[src/rtl/ims_pkg.sv]
package ims_pkg;
	// Register byte addresses on the Avalon-MM slave
	localparam logic [7:0] ADDR_CTRL = 8'h00;
	localparam logic [7:0] ADDR_TEN = 8'h04;
	localparam logic [7:0] ADDR_TFLAG = 8'h08;
	localparam logic [7:0] ADDR_TSET = 8'h0C;
	localparam logic [7:0] ADDR_GFLAG = 8'h10;
	localparam logic [7:0] ADDR_STAT = 8'h14;
	localparam logic [7:0] ADDR_MASK = 8'h18;

	// Field positions in the control register
	localparam int CTRL_GIE_BIT = 0;
	localparam int CTRL_GEN_LSB = 1;
	localparam int CTRL_DEPTH_LSB = 4;

	// Timer request flags: two per timer, A match even, P match odd
	localparam int NUM_FLAGS = 10;
	localparam logic [9:0] FLAGS_CT0 = 10'h003;
	localparam logic [9:0] FLAGS_GRP0 = 10'h03C;
	localparam logic [9:0] FLAGS_GRP1 = 10'h0C0;
	localparam logic [9:0] FLAGS_PTM = 10'h300;

	// Return stack, counted here so a full stack can block vectoring
	localparam logic [3:0] STACK_DEPTH = 4'h8;
	localparam logic [3:0] DEPTH_ONE = 4'h1;

	// Status bit positions
	localparam int STAT_VEC = 0;
	localparam int STAT_WAKE = 1;

	// Vector identifiers, lower value wins on a tie
	typedef enum logic [1:0] {
		VEC_CT0,
		VEC_PTM,
		VEC_GRP0,
		VEC_GRP1
	} ims_vec_t;

	// Strobes and levels from the processor core, all on sys_clk
	typedef struct packed {
		logic insn_boundary;
		logic call_push;
		logic intr_exit;
		logic sub_exit;
		logic sleep_idle;
	} ims_core_t;

	// State of the sequencer except the timer flags, which the flag cells hold
	typedef struct packed {
		logic gie;
		logic [1:0] gen;
		logic [9:0] ten;
		logic [1:0] gflag;
		logic [1:0] gflag_prev;
		logic [3:0] depth;
		logic vec_call;
		ims_vec_t vec_id;
		logic wake;
		logic [1:0] stat;
		logic [1:0] mask;
		logic rd_ack;
		logic [31:0] rdata;
	} ims_state_t;

	localparam ims_state_t STATE_RESET = '0;

	// State of one sticky request flag
	typedef struct packed {
		logic flag;
		logic prev;
	} ims_flag_t;
endpackage : ims_pkg

[src/rtl/ims_flag_cell.sv]
`timescale 1ns/100ps
module ims_flag_cell (
	input wire logic sys_clk,
	input wire logic reset_n,
	input wire logic set_pulse,
	input wire logic clr_pulse,
	output logic flag,
	output logic rise
);
	ims_pkg::ims_flag_t s_reg;
	ims_pkg::ims_flag_t s_next;

	// Sticky flag; a set in the clearing cycle wins so no event is lost
	always_comb begin
		s_next.flag = set_pulse | (s_reg.flag & ~clr_pulse);
		s_next.prev = s_reg.flag;
	end

	always_ff @(posedge sys_clk or negedge reset_n) begin
		if (!reset_n) begin
			s_reg <= '0;
		end else begin
			s_reg <= s_next;
		end
	end

	assign flag = s_reg.flag;
	// Low-to-high edge, seen in the first cycle the flag is high
	assign rise = s_reg.flag & ~s_reg.prev;
endmodule : ims_flag_cell

[src/rtl/ims_sequencer.sv]
`timescale 1ns/100ps
module ims_sequencer (
	input wire logic sys_clk,
	input wire logic reset_n,
	input wire logic [7:0] avs_address,
	input wire logic avs_read,
	input wire logic avs_write,
	input wire logic [31:0] avs_writedata,
	output logic [31:0] avs_readdata,
	output logic avs_waitrequest,
	input wire logic [4:0] tm_match_a,
	input wire logic [4:0] tm_match_p,
	input wire ims_pkg::ims_core_t core,
	output logic vector_call,
	output ims_pkg::ims_vec_t vector_id,
	output logic wake_up,
	output logic stack_full,
	output logic irq
);
	ims_pkg::ims_state_t s_reg;
	ims_pkg::ims_state_t s_next;
	logic [9:0] flags;
	logic [9:0] rises;
	logic [9:0] flag_set;
	logic [9:0] flag_clr;
	logic [9:0] req;
	logic [1:0] grp_rise;
	logic [1:0] gflag_clr;
	logic pend_ct0;
	logic pend_ptm;
	logic pend_g0;
	logic pend_g1;
	logic vec_take;
	logic full;

	genvar gi;
	generate
		for (gi = 0; gi < ims_pkg::NUM_FLAGS; gi++) begin : g_flag
			logic match;
			assign match = (gi % 2 == 1) ? tm_match_p[gi / 2]
				: tm_match_a[gi / 2];
			ims_flag_cell u_cell (
				.sys_clk(sys_clk),
				.reset_n(reset_n),
				.set_pulse(match | flag_set[gi]),
				.clr_pulse(flag_clr[gi]),
				.flag(flags[gi]),
				.rise(rises[gi])
			);
		end
	endgenerate

	// a timer requests when either enabled flag is set
	assign req = flags & s_reg.ten;
	assign full = (s_reg.depth == ims_pkg::STACK_DEPTH);

	// own vectors for timer zero and the periodic timer
	assign pend_ct0 = |(req & ims_pkg::FLAGS_CT0);
	assign pend_ptm = |(req & ims_pkg::FLAGS_PTM);
	// grouped timers also need their group enable
	assign pend_g0 = s_reg.gflag[0] & s_reg.gen[0]
		& |(req & ims_pkg::FLAGS_GRP0);
	assign pend_g1 = s_reg.gflag[1] & s_reg.gen[1]
		& |(req & ims_pkg::FLAGS_GRP1);

	// two groups fed only by timers one to three
	assign grp_rise[0] = |(rises & ims_pkg::FLAGS_GRP0);
	assign grp_rise[1] = |(rises & ims_pkg::FLAGS_GRP1);

	// gate by global enable and free stack
	assign vec_take = core.insn_boundary & s_reg.gie & ~full
		& (pend_ct0 | pend_ptm | pend_g0 | pend_g1);

	// Next-state logic: bus access, vectoring, stack and wake-up
	always_comb begin
		s_next = s_reg;
		s_next.vec_call = 1'b0;
		s_next.rd_ack = 1'b0;
		flag_set = '0;
		flag_clr = '0;
		gflag_clr = '0;

		// Register writes take effect at once, writes never wait
		if (avs_write) begin
			case (avs_address)
				ims_pkg::ADDR_CTRL: begin
					s_next.gie = avs_writedata[ims_pkg::CTRL_GIE_BIT];
					s_next.gen = avs_writedata[ims_pkg::CTRL_GEN_LSB +: 2];
				end
				ims_pkg::ADDR_TEN: s_next.ten = avs_writedata[9:0];
				ims_pkg::ADDR_TFLAG: flag_clr = avs_writedata[9:0];
				// software may force a flag high
				ims_pkg::ADDR_TSET: flag_set = avs_writedata[9:0];
				ims_pkg::ADDR_GFLAG: gflag_clr = avs_writedata[1:0];
				ims_pkg::ADDR_MASK: s_next.mask = avs_writedata[1:0];
				default: ;
			endcase
		end

		// Reads take two cycles: latch data, then drop waitrequest
		if (avs_read && !s_reg.rd_ack) begin
			s_next.rd_ack = 1'b1;
			s_next.rdata = '0;
			case (avs_address)
				ims_pkg::ADDR_CTRL: begin
					s_next.rdata[ims_pkg::CTRL_GIE_BIT] = s_reg.gie;
					s_next.rdata[ims_pkg::CTRL_GEN_LSB +: 2] = s_reg.gen;
					s_next.rdata[ims_pkg::CTRL_DEPTH_LSB +: 4] = s_reg.depth;
				end
				ims_pkg::ADDR_TEN: s_next.rdata[9:0] = s_reg.ten;
				ims_pkg::ADDR_TFLAG: s_next.rdata[9:0] = flags;
				ims_pkg::ADDR_GFLAG: s_next.rdata[1:0] = s_reg.gflag;
				ims_pkg::ADDR_STAT: s_next.rdata[1:0] = s_reg.stat;
				ims_pkg::ADDR_MASK: s_next.rdata[1:0] = s_reg.mask;
				default: ;
			endcase
		end
		// Clear only what was reported, so a later event survives
		if (avs_read && s_reg.rd_ack && avs_address == ims_pkg::ADDR_STAT) begin
			s_next.stat = s_reg.stat & ~s_reg.rdata[1:0];
		end

		if (core.intr_exit) begin
			s_next.gie = 1'b1;
		end
		// subroutine exit only pops, enable untouched
		if ((core.intr_exit || core.sub_exit) && s_reg.depth != '0) begin
			s_next.depth = s_reg.depth - ims_pkg::DEPTH_ONE;
		end
		if (core.call_push && !full) begin
			s_next.depth = s_reg.depth + ims_pkg::DEPTH_ONE;
		end

		// entry pushes the program counter only
		if (vec_take) begin
			s_next.vec_call = 1'b1;
			// Stack on top of a same-cycle pop so the count stays true
			s_next.depth = s_next.depth + ims_pkg::DEPTH_ONE;
			// global enable drops on any entry
			s_next.gie = 1'b0;
			s_next.stat[ims_pkg::STAT_VEC] = 1'b1;
			if (pend_ct0) begin
				s_next.vec_id = ims_pkg::VEC_CT0;
				flag_clr = flag_clr | (req & ims_pkg::FLAGS_CT0);
			end else if (pend_ptm) begin
				s_next.vec_id = ims_pkg::VEC_PTM;
				flag_clr = flag_clr | (req & ims_pkg::FLAGS_PTM);
			end else if (pend_g0) begin
				s_next.vec_id = ims_pkg::VEC_GRP0;
				gflag_clr[0] = 1'b1;
			end else begin
				s_next.vec_id = ims_pkg::VEC_GRP1;
				gflag_clr[1] = 1'b1;
			end
		end

		// group flag sets on a member rising, set beats clear
		// member flags are not touched by the group service
		s_next.gflag = (s_reg.gflag & ~gflag_clr) | grp_rise;
		s_next.gflag_prev = s_reg.gflag;

		// any rising flag wakes the core
		s_next.wake = core.sleep_idle
			& (|rises | |(s_reg.gflag & ~s_reg.gflag_prev));
		if (s_next.wake) begin
			s_next.stat[ims_pkg::STAT_WAKE] = 1'b1;
		end
	end

	// Single state register
	always_ff @(posedge sys_clk or negedge reset_n) begin
		if (!reset_n) begin
			s_reg <= ims_pkg::STATE_RESET;
		end else begin
			s_reg <= s_next;
		end
	end

	// Outputs, data from flops, waitrequest combinational
	assign avs_readdata = s_reg.rdata;
	assign avs_waitrequest = avs_read & ~s_reg.rd_ack;
	assign vector_call = s_reg.vec_call;
	assign vector_id = s_reg.vec_id;
	assign wake_up = s_reg.wake;
	assign stack_full = full;
	assign irq = |(s_reg.stat & s_reg.mask);
endmodule : ims_sequencer

[config.mk]
export PLATFORM = sky130hd
export DESIGN_NAME = ims_sequencer
export DESIGN_NICKNAME = d
export VERILOG_FILES = /design/src/rtl/ims_pkg.sv /design/src/rtl/ims_flag_cell.sv /design/src/rtl/ims_sequencer.sv
export SDC_FILE = /design/constraint.sdc
export NUM_CORES = 1
export LEC_CHECK = 0
export BUFFER_PORTS_ARGS = -buffer_cell sky130_fd_sc_hd__buf_2
export CORE_MARGIN = 2
export CORE_UTILIZATION = 52
export CTS_CLUSTER_SIZE = 20
export DETAILED_ROUTE_END_ITERATION = 12
export GPL_TIMING_DRIVEN = 0
export PLACE_DENSITY = 0.81
export SLEW_MARGIN = 20
export SYNTH_ARGS = -nofsm -noshare
export SYNTH_HDL_FRONTEND = slang
export SYNTH_SLANG_ARGS = --single-unit
[constraint.sdc]
create_clock -name sys_clk -period 2.7 [get_ports sys_clk]
set_input_delay 0.405 -clock sys_clk [delete_from_list [all_inputs] [get_ports sys_clk]]
set_output_delay 0.405 -clock sys_clk [all_outputs]
set_load 0.03 [all_outputs]
==> key figures <==
Outcome
  – Status: completed

GRT
  – Number of antenna violations at the first check in global routing: 0
  – Overall track demand over capacity in global routing: 23.9%
  – First-pass GRT wire length: 12000 µm
  – Maximum number of pins on one net before global-route repair: 61
  – Number of global-route vias before repair: 2491
  – Gr ovfl total: 0

Floorplan
  – Initial core utilization: 54.1%
  – X dimension of the die: 82.7 µm
  – Row cnt: 28
  – Height of the chip: 82.7 µm
  – Area of the die: 6840 µm²
  – Core Footprint: 5960 µm²
  – Boundary Pins: 98

Detailed routing
  – DRC marker count from the first detailed-route iteration: roughly 220
  – Vias after detailed routing: 2598
  – Remaining DRCs: 0
  – Avg WL per Cell: 16.1 µm
  – Antenna Violating Nets Remaining: 0
  – Overall routed net length: 7570 µm
  – First drt pass iteration count: 6
  – Average via count per standard cell: between 5 and 6

Hold path
  – Worst hold path class: input pin to async pin

Place
  – Routability-driven placement congestion ratio: 0.892
  – HPWL after detailed placement: 5530 µm
  – Placed cell area: 3650 µm²
  – Placed cell count: 453
  – Port Buffer Count: 51

Timing
  – Final Setup Violations: 0
  – Slew at the pin closest to its max-slew limit: 0.737 ns
  – Setup Total Neg Slack: 0 ns
  – Skew final: 0.0104 ns
  – Highest Clock Rate: around 0.41 GHz
  – Final worst-path cycle share: 90.6%
  – Unrepaired setup endpoints after global routing: false
  – Worst rel slew slack: approximately half
  – Final critical path time including I/O delays and setup: 2.45 ns
  – Final number of hold-violating endpoints: 0
  – Max-slew violations: 0

Worst setup path
  – CP Buf/Inv Count: 1
  – Category of the worst setup path capture point: flop
  – Crit path required time: 2.92 ns
  – Largest stage delay on the critical path: 0.47 ns
  – Cell class contributing the biggest share of worst-path delay: adder cells
  – Critical path data arrival time: 2.67 ns
  – Critical-path top delay cell: nor3b_1
  – Chain of cells forming the critical path: inv_1, ha_1, nor3b_1, o32ai_1, o221a_2, ha_1, mux2_2
  – Kind of launch point of the worst setup path: flop
  – Most frequent CP cell: ha_1
  – Critical path type: flop to flop
  – Max FO, Critical Path: 5

Flow run
  – Maximum Capacitance Violations: 0

Cells and area
  – Number of nets in the layout: 451
  – Max reg flops: 24
  – Final instance area: 3820 µm²
  – Diode count: 0
  – Area growth from synthesis to final layout: 18.6%
  – Fraction of final layout cells sized beyond drive strength 1: 34.0%
  – Final cell count without fillers: ~470

Yosys
  – Per-instance average area after synthesis: ~11 µm²
  – Count of synthesis-stage warnings from yosys: 0
  – Number of enable-type register cells in the synthesized netlist: 0
  – Share of flip-flops with an asynchronous set or reset after synthesis: 100%
  – Cells after synthesis: between 300 and 400
  – Part of the Yosys area used for sequential elements: 46.6%
  – Post-synthesis instance area: 3220 µm²
  – Unique masters post-synth: between 50 and 60
  – Synthesis-stage register bit count: 60
  – Most instantiated flip-flop cell in the synthesis netlist: dfrtp_1

Clock tree
  – CTS root buf: clkbuf_8
  – Register clock-pin slew on the reported worst setup and hold paths: 0.06 ns
  – Postcts setup bufs: 0
  – CTS buffer count: 9
  – CTS tree: built
  – Count of hold buffers inserted by post-cts repair: 0
  – Cts repair resizes: 0
  – CTS max path bufs: 2
  – Clock latency on the worst-skew pair: 0.34 ns
  – Clock Sink Count: 60
  – H-tree depth: 3

Pwr
  – PwrDens: ~650 nW/µm²
  – Peak ir drop on the vdd network: 0.381 mV
  – Leakage: ~1.9 nW
stage by stage:
stage	hold slack, ns	worst slack, ns	util (%)	total power, W
global placement	0.414	0.451	61.2	0.00174
finish	0.124	0.253	64.1	0.00246
detailed placement	0.410	0.373	61.3	0.00177
global route	0.190	0.0926	64.1	0.00261
floorplan	0.109	0.569	-	0.00159
CTS	0.153	0.266	64.1	0.00247
worst register-to-register path, stage by stage, from the launching register on:
cell     delay (ns)
dfrtp_1        0.43
inv_1          0.11
ha_1           0.27
nor3b_1        0.47
o32ai_1        0.19
o221a_2        0.32
ha_1           0.29
mux2_2         0.26
layout make-up:
cell class                 count  area [µm²]
sequential                    60        1500
clock inverter                 5        27.5
fill                         505        2140
clock buffer                  11         141
inverter                      22        82.6
timing repair buffer          51         258
tap                           75        93.8
multi-input combinational    202        1410
buffer                        43         309
per-layer routing:
| layer | part of all wire, % | GRT usage [%] | up-vias |
|---|---|---|---|
| li1 | - | - | 1224 |
| met1 | 44 | 31.1 | 1249 |
| met2 | 47 | 38.5 | 110 |
| met4 | 2.1 | 10.8 | 0 |
| met3 | 6.6 | 4.89 | 15 |
| met5 | 0 | 0 | - |
cell families (layout without fill, tap and decap cells):
| group | count (synthesis) | count (layout) | synth area share (%) |
|---|---|---|---|
| adders and majority gates | 3 | 3 | 1.17 |
| DFF | 60 | 60 | 46.6 |
| buffers and inverters | 65 | 132 | 12.2 |
| other | 1 | 22 | 0.116 |
| muxes | 21 | 21 | 7.15 |
| AOI/OAI and AO/OA | 80 | 80 | 18.5 |
| xor gates and xnor gates | 5 | 5 | 1.36 |
| and+or+nand+nor | 71 | 71 | 12.9 |
synth_stat cells (all sizes together), types with 5 or more instances:
| library cell | count | share of area, % |
|---|---|---|
| a21oi | 5 | 0.78 |
| a221o | 6 | 1.9 |
| a22o | 9 | 2.4 |
| a22oi | 12 | 2.8 |
| and3 | 5 | 1.1 |
| buf | 40 | 9.2 |
| dfrtp | 60 | 47 |
| inv | 22 | 2.6 |
| mux2 | 16 | 5.6 |
| mux2i | 5 | 1.6 |
| nand2 | 34 | 4.0 |
| nand3 | 7 | 1.1 |
| o21ai | 19 | 3.0 |
| o22ai | 6 | 1.2 |
worst paths after layout:
| path | start | end | slack (ns) | cells past startpoint |
|---|---|---|---|---|
| worst max-delay path | s_reg[41] | s_reg[42] | 0.25 | 7 |
| worst min-delay path | reset_n | avs_readdata[2] | 0.12 | 1 |
| worst max register to register | s_reg[41] | s_reg[42] | 0.25 | 7 |
| worst min register to register | g_flag[9].u_cell.flag | g_flag[9].u_cell.s_reg[0] | 0.42 | 0 |
| max in group asynchronous | reset_n | s_reg[45] | 2.09 | 1 |
| min in group sys_clk | tm_match_p[4] | g_flag[9].u_cell.flag | 0.25 | 2 |
power breakdown:
group	internal (W)	total [W]	switching, W
logic	0.000295	0.000674	0.000379
clock network	0.000351	0.000701	0.000349
registers	0.000983	0.00109	0.000106
total	0.00163	0.00246	0.000834
layout by cell type (no fill, tap or decap), types with 3 or more instances in the layout:
master    synthesis  routed
a21oi_1           5       5
buf_4            34      35
mux2i_1           5       5
and3_1            4       4
nor2_1            4       4
nand3_1           7       7
a22oi_1          12      12
a22o_1            9       9
clkbuf_1          3       4
o21ai_0          19      19
a31oi_1           3       3
o22ai_1           6       6
buf_2             4      54
inv_1            22      22
mux2_2           16      16
a221o_1           6       6
a221oi_1          3       3
a211o_1           3       3
nand2_1          34      34
clkinv_2          0       4
dfrtp_1          60      60
conb_1            1      22
xor2_1            3       3
ha_1              3       3
clkbuf_8          0      10
Note: power is estimated with default switching activity, not from simulation.
